File: src/design/optical_pkg.sv
// Purpose: shared constants and types for the optical port and pulse shaper
// Assumes: 200 MHz system clock, 8-bit register port with 16-bit addresses
// Notes: status register offset and base time unit are local choices
package optical_pkg;

  localparam int ADDR_W = 16;
  localparam int DATA_W = 8;

  localparam logic [15:0] PLS_CTL_ADDR = 16'h2004;
  localparam logic [15:0] TX_CFG_ADDR = 16'h2007;
  localparam logic [15:0] OPT_CTL_ADDR = 16'h2008;
  localparam logic [15:0] WIDTH_ADDR = 16'h2080;
  localparam logic [15:0] UNIT_ADDR = 16'h2081;
  localparam logic [15:0] STATUS_ADDR = 16'h2082;

  localparam int DUTY_LSB = 0;
  localparam int SRC_LSB = 6;
  localparam int TXINV_BIT = 0;
  localparam int TXMOD_BIT = 1;
  localparam int RXINV_BIT = 4;
  localparam int RXROLE_BIT = 5;
  localparam int POL_BIT = 6;

  localparam logic [1:0] DUTY_RESET = 2'h0;
  localparam logic [1:0] SRC_RESET = 2'h0;
  localparam logic FLAG_RESET = 1'b0;
  localparam logic [7:0] WIDTH_RESET = 8'hff;
  localparam logic [7:0] UNIT_RESET = 8'h00;
  localparam logic [7:0] WIDTH_NO_LIMIT = 8'hff;
  localparam logic [7:0] UNIT_USE_SAMPLE = 8'h00;
  localparam logic [7:0] FIFO_INTERVAL = 8'h51;

  localparam int CLK_PERIOD_PS = 5000;
  localparam int SAMPLE_TIME_US = 397;
  localparam int SAMPLE_CYCLES = (SAMPLE_TIME_US * 1000000) / CLK_PERIOD_PS;
  localparam int UNIT_TIME_US = 1;
  localparam int UNIT_CYCLES = (UNIT_TIME_US * 1000000) / CLK_PERIOD_PS;
  localparam int CARRIER_CYCLES = 64;
  localparam int PEND_DEPTH = 4;

  typedef enum logic [1:0] {
    SRC_UART,
    SRC_PIN_TWO,
    SRC_REAL,
    SRC_REACTIVE
  } tx_source_type;

  typedef enum logic [1:0] {
    SHAPE_IDLE,
    SHAPE_ACTIVE,
    SHAPE_GAP
  } shape_state_type;

  typedef struct packed {
    logic [1:0] duty;
    tx_source_type source;
    logic tx_invert;
    logic tx_modulate;
    logic rx_invert;
    logic rx_role;
    logic polarity;
    logic [7:0] width_limit;
    logic [7:0] time_unit;
  } optical_cfg_type;

  typedef struct packed {
    logic [7:0] width_limit;
    logic fifo_mode;
    logic unit_tick;
  } shaper_ctl_type;

endpackage : optical_pkg

File: src/design/tx_carrier_gen.sv
// Purpose: free-running modulation carrier with selectable low fraction
// Assumes: period is a power of two of at least 16 cycles
// Notes: output is 0 during the low part of each carrier period
`timescale 1ns/1ps
module tx_carrier_gen #(
  parameter int PERIOD = optical_pkg::CARRIER_CYCLES
) (
  input wire logic clk,         // system clock
  input wire logic rst,         // synchronous reset
  input wire logic [1:0] duty,  // low fraction select
  output logic carrier_reg      // carrier level
);
  localparam int CW = $clog2(PERIOD);

  logic [CW-1:0] count_reg;
  logic [CW:0] low_len;

  if (PERIOD < 16 || (PERIOD & (PERIOD - 1)) != 0) begin : g_check
    $error("carrier period must be a power of two of at least 16");
  end

  always_comb begin
    // shift amount widened so duty 3 does not wrap to a shift of zero
    low_len = (CW + 1)'(PERIOD) >> ({1'b0, duty} + 3'h1);
  end

  always_ff @(posedge clk) begin
    if (rst) begin
      count_reg <= '0;
    end else begin
      count_reg <= count_reg + 1'b1;
    end
  end

  always_ff @(posedge clk) begin
    if (rst) begin
      carrier_reg <= 1'b1;
    end else begin
      carrier_reg <= ({1'b0, count_reg} >= low_len);
    end
  end

endmodule : tx_carrier_gen

File: src/design/pulse_shaper.sv
// Purpose: width limit and spacing for one energy pulse channel
// Assumes: fire is one cycle per issued pulse, unit_tick one cycle per unit
// Notes: in bypass mode a pulse that arrives while active restarts it
`timescale 1ns/1ps
module pulse_shaper #(
  parameter int DEPTH = optical_pkg::PEND_DEPTH
) (
  input wire logic clk,                        // system clock
  input wire logic rst,                        // synchronous reset
  input wire logic fire,                       // pulse issued
  input wire optical_pkg::shaper_ctl_type ctl, // width, mode, tick
  output logic active_reg                      // pulse asserted
);
  localparam int PW = $clog2(DEPTH + 1);

  optical_pkg::shape_state_type state_reg, state_next;
  logic [8:0] span_reg;
  logic [PW-1:0] pend_reg;
  logic free_run;
  logic start;
  logic [8:0] limit;

  if (DEPTH < 1 || DEPTH > 255) begin : g_check
    $error("pending depth must be 1 to 255");
  end

  always_comb begin
    free_run = (ctl.width_limit == optical_pkg::WIDTH_NO_LIMIT);
    limit = {ctl.width_limit, 1'b1};
    start = (state_reg == optical_pkg::SHAPE_IDLE) && !free_run
            && (ctl.fifo_mode ? (pend_reg != '0) : fire);
    state_next = state_reg;
    case (state_reg)
      optical_pkg::SHAPE_IDLE: begin
        if (start) begin
          state_next = optical_pkg::SHAPE_ACTIVE;
        end
      end
      optical_pkg::SHAPE_ACTIVE: begin
        // width limit
        // a bypass restart in the ending cycle keeps the pulse active
        if (ctl.unit_tick && !(fire && !ctl.fifo_mode) && (span_reg + 9'h001 >= limit)) begin
          state_next = ctl.fifo_mode ? optical_pkg::SHAPE_GAP : optical_pkg::SHAPE_IDLE;
        end
      end
      default: begin
        if (ctl.unit_tick) begin
          state_next = optical_pkg::SHAPE_IDLE;
        end
      end
    endcase
    if (free_run) begin
      state_next = optical_pkg::SHAPE_IDLE;
    end
  end

  always_ff @(posedge clk) begin
    if (rst) begin
      state_reg <= optical_pkg::SHAPE_IDLE;
      span_reg <= '0;
    end else begin
      state_reg <= state_next;
      if (start || (fire && !ctl.fifo_mode)) begin
        span_reg <= '0;
      end else if (ctl.unit_tick) begin
        span_reg <= span_reg + 9'h001;
      end
    end
  end

  // pending count only in fifo mode
  always_ff @(posedge clk) begin
    if (rst || !ctl.fifo_mode || free_run) begin
      pend_reg <= '0;
    end else if (fire && !start && pend_reg != PW'(DEPTH)) begin
      pend_reg <= pend_reg + 1'b1;
    end else if (start && !fire) begin
      pend_reg <= pend_reg - 1'b1;
    end
  end

  always_ff @(posedge clk) begin
    if (rst) begin
      active_reg <= 1'b0;
    end else if (free_run) begin
      active_reg <= active_reg ^ fire;
    end else begin
      active_reg <= (state_next == optical_pkg::SHAPE_ACTIVE);
    end
  end

endmodule : pulse_shaper

File: src/design/optical_port.sv
// Purpose: optical port pin conditioning and energy pulse output shaping
// Assumes: all inputs synchronous to clk, register port with 1-cycle read
// Notes: pulse pins and transmit pin are registered outputs
//
// The plain strobed port was decided locally.
`timescale 1ns/1ps
module optical_port #(
  parameter int SAMPLE_CYCLES = optical_pkg::SAMPLE_CYCLES,
  parameter int CARRIER_PERIOD = optical_pkg::CARRIER_CYCLES,
  parameter int PEND_DEPTH = optical_pkg::PEND_DEPTH
) (
  input wire logic clk,                  // system clock
  input wire logic rst,                  // synchronous reset
  input wire logic [15:0] addr,          // register address
  input wire logic [7:0] wr_data,        // register write data
  input wire logic wr_en,                // write strobe
  input wire logic rd_en,                // read strobe
  output logic [7:0] rd_data,            // read data, cycle after rd_en
  input wire logic uart_tx_data,         // optical uart transmit
  input wire logic general_pin_two_out,  // pin two output level
  input wire logic real_pulse_req,       // real-energy pulse issued
  input wire logic reactive_pulse_req,   // reactive-energy pulse issued
  input wire logic ir_rx_comparator,     // comparator result of receive pin
  input wire logic ir_receive_pin_level, // digital level of receive pin
  output logic ir_transmit_pin,          // optical transmit pin
  output logic real_energy_pulse,        // real-energy pulse pin
  output logic reactive_energy_pulse,    // reactive-energy pulse pin
  output logic uart_rx_data,             // optical uart receive
  output logic general_pin_one_in        // pin one input level
);
  localparam int UNIT_CYCLES = optical_pkg::UNIT_CYCLES;

  optical_pkg::optical_cfg_type cfg_reg;
  logic [$clog2(SAMPLE_CYCLES)-1:0] sample_cnt_reg;
  logic [$clog2(UNIT_CYCLES)-1:0] base_cnt_reg;
  logic [7:0] unit_cnt_reg;
  logic sample_tick;
  logic base_tick;
  logic unit_tick_reg;
  logic fifo_mode;
  optical_pkg::shaper_ctl_type shaper_ctl;
  logic real_active;
  logic reactive_active;
  logic carrier;
  logic tx_src;
  logic tx_inv;
  logic tx_next;
  logic [7:0] rd_next;
  logic [7:0] status;
  logic ir_transmit_pin_reg;
  logic real_energy_pulse_reg;
  logic reactive_energy_pulse_reg;
  logic uart_rx_data_reg;
  logic general_pin_one_in_reg;
  logic [7:0] rd_data_reg;

  if (SAMPLE_CYCLES < 2 || UNIT_CYCLES < 2) begin : g_check
    $error("sample and unit counts must be at least 2");
  end

  // register writes
  always_ff @(posedge clk) begin
    if (rst) begin
      cfg_reg.duty <= optical_pkg::DUTY_RESET;
      cfg_reg.source <= optical_pkg::tx_source_type'(optical_pkg::SRC_RESET);
      cfg_reg.tx_invert <= optical_pkg::FLAG_RESET;
      cfg_reg.tx_modulate <= optical_pkg::FLAG_RESET;
      cfg_reg.rx_invert <= optical_pkg::FLAG_RESET;
      cfg_reg.rx_role <= optical_pkg::FLAG_RESET;
      cfg_reg.polarity <= optical_pkg::FLAG_RESET;
      cfg_reg.width_limit <= optical_pkg::WIDTH_RESET;
      cfg_reg.time_unit <= optical_pkg::UNIT_RESET;
    end else if (wr_en) begin
      if (addr == optical_pkg::PLS_CTL_ADDR) begin
        cfg_reg.polarity <= wr_data[optical_pkg::POL_BIT];
      end else if (addr == optical_pkg::TX_CFG_ADDR) begin
        cfg_reg.duty <= wr_data[optical_pkg::DUTY_LSB +: 2];
        cfg_reg.source <= optical_pkg::tx_source_type'(wr_data[optical_pkg::SRC_LSB +: 2]);
      end else if (addr == optical_pkg::OPT_CTL_ADDR) begin
        cfg_reg.tx_invert <= wr_data[optical_pkg::TXINV_BIT];
        cfg_reg.tx_modulate <= wr_data[optical_pkg::TXMOD_BIT];
        cfg_reg.rx_invert <= wr_data[optical_pkg::RXINV_BIT];
        cfg_reg.rx_role <= wr_data[optical_pkg::RXROLE_BIT];
      end else if (addr == optical_pkg::WIDTH_ADDR) begin
        cfg_reg.width_limit <= wr_data;
      end else if (addr == optical_pkg::UNIT_ADDR) begin
        cfg_reg.time_unit <= wr_data;
      end
    end
  end

  // read mux; unmapped addresses and reserved bits read as zero
  always_comb begin
    status = {3'h0, general_pin_one_in_reg, uart_rx_data_reg,
              reactive_energy_pulse_reg, real_energy_pulse_reg, ir_transmit_pin_reg};
    rd_next = 8'h00;
    if (addr == optical_pkg::PLS_CTL_ADDR) begin
      rd_next[optical_pkg::POL_BIT] = cfg_reg.polarity;
    end else if (addr == optical_pkg::TX_CFG_ADDR) begin
      rd_next[optical_pkg::DUTY_LSB +: 2] = cfg_reg.duty;
      rd_next[optical_pkg::SRC_LSB +: 2] = cfg_reg.source;
    end else if (addr == optical_pkg::OPT_CTL_ADDR) begin
      rd_next[optical_pkg::TXINV_BIT] = cfg_reg.tx_invert;
      rd_next[optical_pkg::TXMOD_BIT] = cfg_reg.tx_modulate;
      rd_next[optical_pkg::RXINV_BIT] = cfg_reg.rx_invert;
      rd_next[optical_pkg::RXROLE_BIT] = cfg_reg.rx_role;
    end else if (addr == optical_pkg::WIDTH_ADDR) begin
      rd_next = cfg_reg.width_limit;
    end else if (addr == optical_pkg::UNIT_ADDR) begin
      rd_next = cfg_reg.time_unit;
    end else if (addr == optical_pkg::STATUS_ADDR) begin
      rd_next = status;
    end
  end

  // data stand for one cycle only, zero otherwise
  always_ff @(posedge clk) begin
    if (rst) begin
      rd_data_reg <= 8'h00;
    end else begin
      rd_data_reg <= rd_en ? rd_next : 8'h00;
    end
  end

  // sample period counter runs free so the unit stays aligned to samples
  always_ff @(posedge clk) begin
    if (rst || sample_tick) begin
      sample_cnt_reg <= '0;
    end else begin
      sample_cnt_reg <= sample_cnt_reg + 1'b1;
    end
  end

  always_ff @(posedge clk) begin
    if (rst || base_tick) begin
      base_cnt_reg <= '0;
    end else begin
      base_cnt_reg <= base_cnt_reg + 1'b1;
    end
  end

  always_comb begin
    sample_tick = (sample_cnt_reg == ($clog2(SAMPLE_CYCLES))'(SAMPLE_CYCLES - 1));
    base_tick = (base_cnt_reg == ($clog2(UNIT_CYCLES))'(UNIT_CYCLES - 1));
    fifo_mode = (cfg_reg.time_unit != optical_pkg::UNIT_USE_SAMPLE);
  end

  // compare with >= so a lowered setting takes effect at once
  always_ff @(posedge clk) begin
    if (rst || !fifo_mode) begin
      unit_cnt_reg <= 8'h00;
    end else if (base_tick) begin
      if (unit_cnt_reg + 8'h01 >= cfg_reg.time_unit) begin
        unit_cnt_reg <= 8'h00;
      end else begin
        unit_cnt_reg <= unit_cnt_reg + 8'h01;
      end
    end
  end

  always_ff @(posedge clk) begin
    if (rst) begin
      unit_tick_reg <= 1'b0;
    end else if (!fifo_mode) begin
      unit_tick_reg <= sample_tick;
    end else begin
      unit_tick_reg <= base_tick && (unit_cnt_reg + 8'h01 >= cfg_reg.time_unit);
    end
  end

  always_comb begin
    shaper_ctl.width_limit = cfg_reg.width_limit;
    shaper_ctl.fifo_mode = fifo_mode;
    shaper_ctl.unit_tick = unit_tick_reg;
  end

  pulse_shaper #(
    .DEPTH(PEND_DEPTH)
  ) real_shaper (
    .clk(clk),
    .rst(rst),
    .fire(real_pulse_req),
    .ctl(shaper_ctl),
    .active_reg(real_active)
  );

  pulse_shaper #(
    .DEPTH(PEND_DEPTH)
  ) reactive_shaper (
    .clk(clk),
    .rst(rst),
    .fire(reactive_pulse_req),
    .ctl(shaper_ctl),
    .active_reg(reactive_active)
  );

  always_ff @(posedge clk) begin
    if (rst) begin
      real_energy_pulse_reg <= 1'b1;
      reactive_energy_pulse_reg <= 1'b1;
    end else begin
      real_energy_pulse_reg <= cfg_reg.polarity ? real_active : !real_active;
      reactive_energy_pulse_reg <= cfg_reg.polarity ? reactive_active : !reactive_active;
    end
  end

  tx_carrier_gen #(
    .PERIOD(CARRIER_PERIOD)
  ) carrier_gen (
    .clk(clk),
    .rst(rst),
    .duty(cfg_reg.duty),
    .carrier_reg(carrier)
  );

  always_comb begin
    case (cfg_reg.source)
      optical_pkg::SRC_UART: tx_src = uart_tx_data;
      optical_pkg::SRC_PIN_TWO: tx_src = general_pin_two_out;
      optical_pkg::SRC_REAL: tx_src = real_energy_pulse_reg;
      default: tx_src = reactive_energy_pulse_reg;
    endcase
    tx_inv = tx_src ^ cfg_reg.tx_invert;
    tx_next = (cfg_reg.tx_modulate && !tx_inv) ? carrier : tx_inv;
  end

  always_ff @(posedge clk) begin
    if (rst) begin
      ir_transmit_pin_reg <= 1'b0;
    end else begin
      ir_transmit_pin_reg <= tx_next;
    end
  end

  always_ff @(posedge clk) begin
    if (rst) begin
      uart_rx_data_reg <= 1'b1;
      general_pin_one_in_reg <= 1'b0;
    end else if (cfg_reg.rx_role) begin
      // uart idles high while the pin serves as a digital input
      uart_rx_data_reg <= 1'b1;
      general_pin_one_in_reg <= ir_receive_pin_level;
    end else begin
      uart_rx_data_reg <= ir_rx_comparator ^ cfg_reg.rx_invert;
      general_pin_one_in_reg <= 1'b0;
    end
  end

  always_comb begin
    rd_data = rd_data_reg;
    ir_transmit_pin = ir_transmit_pin_reg;
    real_energy_pulse = real_energy_pulse_reg;
    reactive_energy_pulse = reactive_energy_pulse_reg;
    uart_rx_data = uart_rx_data_reg;
    general_pin_one_in = general_pin_one_in_reg;
  end

endmodule : optical_port

File: config.mk
export PLATFORM = sky130hd
export DESIGN_NAME = optical_port
export DESIGN_NICKNAME = d
export VERILOG_FILES = /design/src/design/optical_pkg.sv /design/src/design/tx_carrier_gen.sv /design/src/design/pulse_shaper.sv /design/src/design/optical_port.sv
export SDC_FILE = /design/constraint.sdc
export NUM_CORES = 1
export LEC_CHECK = 0
export BUFFER_PORTS_ARGS = -buffer_cell sky130_fd_sc_hd__buf_4
export CAP_MARGIN = 20
export CORE_ASPECT_RATIO = 0.5
export CORE_UTILIZATION = 60
export DETAILED_ROUTE_END_ITERATION = 6
export PLACE_DENSITY_LB_ADDON = 0.15
export SKIP_LAST_GASP = 1
export SLEW_MARGIN = 10
export SYNTH_ARGS = -nofsm -noshare
export SYNTH_HDL_FRONTEND = slang
export SYNTH_SLANG_ARGS = --single-unit
File: constraint.sdc
create_clock -name clk -period 3 [get_ports clk]
set_input_delay 0.3 -clock clk [delete_from_list [all_inputs] [get_ports clk]]
set_output_delay 0.3 -clock clk [all_outputs]
set_load 0.005 [all_outputs]
==> results.py <==
metrics = {
    "critical_path": {
        "path_cells": "ha_1 > and3_1 > and3_2 > xor2_1 > ha_1 > a21o_1 > a21o_1 > a221o_1 > a31o_2 > a41oi_2 > a22o_1",
        "slowest_stage": "dfxtp_2",
        "critPathKind": "reg2reg",
        "start_kind": "flip-flop",
        "timing.critical_path.buf_inv": 0,
        "max_stage_delay_ps": 350,
        "cp.arrival_ps": 3160,
        "cp_max_fo": 4,
        "critPathCaptureType": "flip-flop",
        "crit_required_ps": 3300,
        "cp_top_family": "compound AO/OA/AOI/OAI gates",
    },
    "logic_synthesis": {
        "syn_area_sq_mm": 0.00580,
        "ys_types": 60,
        "synthCells": 676,
        "yosysWarnings": 0,
        "ys_seq_area_frac": 0.377,
        "syn_avg_cell_area_sq_um": 8.57,
        "synthArstFlopShare": 0,
        "synth_nets": 747,
        "ys_ff_latch": 109,
        "ys.flop_type": "dfxtp_1",
        "synth_edf_count": 0,
    },
    "sta": {
        "worst_slew_pin_slew_ps": 648,
        "finClkSkew_ps": 7.04,
        "fin_crit_sh": 0.954,
        "fmax_mhz": 350,
        "drv_slew": 0,
        "min_period_ps": 2860,
        "hold_viol_final": 0,
        "fin_tns_setup_ps": 0,
        "finalSetupViolCount": 0,
        "slew_headroom": 0.565,
    },
    "place": {
        "routabilityCongestion": 0.838,
        "placed_area_sq_mm": 0.00624,
        "hpwlAfterDp_um": 9180,
        "portBuffers": 46,
    },
    "detailed_routing": {
        "first_iter_violations": 373,
        "highest_layer": "met4",
        "drtAntennaViolNets": 0,
        "dr.pass1.iters": 5,
        "finalWirelength_um": 12600,
        "num_vias": 4863,
        "drc": 0,
        "dr_wl_met3_um": 693,
        "met1Wirelength_um": 6110,
        "via_per_inst": 5.72,
        "met2_length_um": 5690,
        "post_drt_wl_per_cell_um": 14.8,
    },
    "power": {
        "total_leakage_power_nw": 2.85,
        "p_per_area_mw_per_mm2": 437,
        "ir_drop_mv": 0.305,
    },
    "global_route": {
        "grt_max_degree": 53,
        "grt_overflow_total": 0,
        "grt_pass1_wl_um": 21200,
        "antenna_found_initial": 0,
        "grt_pass1_vias": 4521,
        "track_usage": 0.266,
    },
    "cts": {
        "cts_max_level": 3,
        "cts.clk_slew.worst_paths_ps": 70,
        "cts_root_buf": "clkbuf_16",
        "clock_path_buffers": 2,
        "cts_buffers": 9,
        "cts.sinks": 109,
        "holdBufCountCts": 0,
        "postCtsSetupBuffers": 0,
        "cts_resized": 0,
        "cts_tree": "yes",
        "clock_latency_ps": 350,
    },
    "cells_and_area": {
        "area_growth_pct": 13.5,
        "diodes": 0,
        "largest_reg_flops": 25,
        "nets": 786,
        "stdcell_area_sq_mm": 0.00658,
        "final_layout_size_suffix_gt1_frac": 0.131,
    },
    "floorplan": {
        "die_x_um": 141,
        "start_util": 0.641,
        "die_h_um": 71.5,
        "rows": 24,
        "coreArea_sq_mm": 0.00904,
        "die_area_sq_mm": 0.0101,
        "ios": 47,
    },
    "outcome": {
        "outcome": "finished, final reports clean",
    },
    "hold_path": {
        "hp-class": "in2reg",
    },
    "job": {
        "drv_cap": 0,
    },
}
[layout by cell type (no fill, tap or decap), drive strengths merged, types with 3 or more instances in the layout]
| cell type | n |
|---|---|
| dfxtp | 109 |
| nand3 | 32 |
| nor2 | 115 |
| xnor2 | 25 |
| nand2b | 13 |
| or2 | 5 |
| xor2 | 43 |
| a2111oi | 3 |
| or4 | 5 |
| a21o | 6 |
| mux2i | 24 |
| or3 | 8 |
| clkbuf | 10 |
| and3 | 20 |
| nor2b | 5 |
| a21oi | 29 |
| ha | 35 |
| buf | 52 |
| nand4 | 12 |
| o21ai | 16 |
| a211oi | 3 |
| a221oi | 3 |
| inv | 27 |
| nor4 | 10 |
| nor3b | 3 |
| a211o | 9 |
| o211ai | 3 |
| nor3 | 12 |
| nand2 | 48 |
| a31oi | 3 |
[kinds of logic after synthesis]
| group | after synthesis | synth area share |
|---|---|---|
| buf+inv | 47 | 0.0352 |
| xor+xnor | 68 | 0.103 |
| flops | 109 | 0.377 |
| compound gates | 91 | 0.105 |
| mux | 25 | 0.0453 |
| simple gates | 299 | 0.253 |
| fa+ha+maj | 37 | 0.0825 |
[layer usage]
metal  global-route usage  vias up
met3               0.0508       10
met5                    0        -
met1                0.358     2279
li1                     -     2438
met4               0.0676        0
met2                0.444      136
[report_power, final]
part	internal (W)	switching, W	total, W
logic	0.0000681	0.0000752	0.000143
clock network	0.000686	0.000566	0.00125
registers	0.00146	0.0000146	0.00148
total	0.00222	0.000656	0.00287
[final timing paths]
kind | from | end | depth (start not counted) | slack [ps]
setup / recovery | reactive_shaper.span_reg[0] | reactive_shaper.active_reg | 11 | 140
hold / removal | wr_data[3] | cfg_reg[11] | 2 | 180
setup reg to reg | reactive_shaper.span_reg[0] | reactive_shaper.active_reg | 11 | 140
hold reg to reg | sample_cnt_reg[0] | sample_cnt_reg[0] | 1 | 450
[cell type report]
type / count / area, sq um
fill: 708 / 2460
clock buffer: 10 / 239
timing repair buffer: 52 / 390
clock inverter: 6 / 75.1
multi-input combinational: 520 / 3440
tap: 130 / 163
inverter: 23 / 86.3
sequential: 109 / 2180
[stage by stage]
stage	setup slack (ps)	total power (W)	hold WS (ps)	util	instances
final	139	0.00287	176	0.728	850
after global placement	230	0.00165	428	0.690	834
after global routing	-0.539	0.00296	178	0.728	850
after detailed placement	98.4	0.00165	442	0.690	834
after floorplan	299	0.00159	413	-	676
after CTS	57.3	0.00289	172	0.725	850
[cell usage after synthesis, drive strengths merged (16+ instances only)]
| library cell | number | area [sq um] |
|---|---|---|
| nor2 | 115 | 432 |
| dfxtp | 109 | 2180 |
| nand2 | 48 | 180 |
| xor2 | 43 | 377 |
| ha | 35 | 438 |
| nand3 | 32 | 160 |
| a21oi | 29 | 145 |
| xnor2 | 25 | 219 |
| mux2i | 24 | 240 |
| inv | 23 | 86.3 |
| and3 | 20 | 125 |
| clkbuf | 19 | 71.3 |
| o21ai | 16 | 80.1 |
[worst reg2reg max path: cells and delay by family (launching register included)]
family | cells | cell delay, ps
compound gates | 6 | 1300
flops | 1 | 350
xor+xnor | 1 | 150
fa+ha+maj | 2 | 550
simple gates | 2 | 470
(Power assumes the default switching activity.)
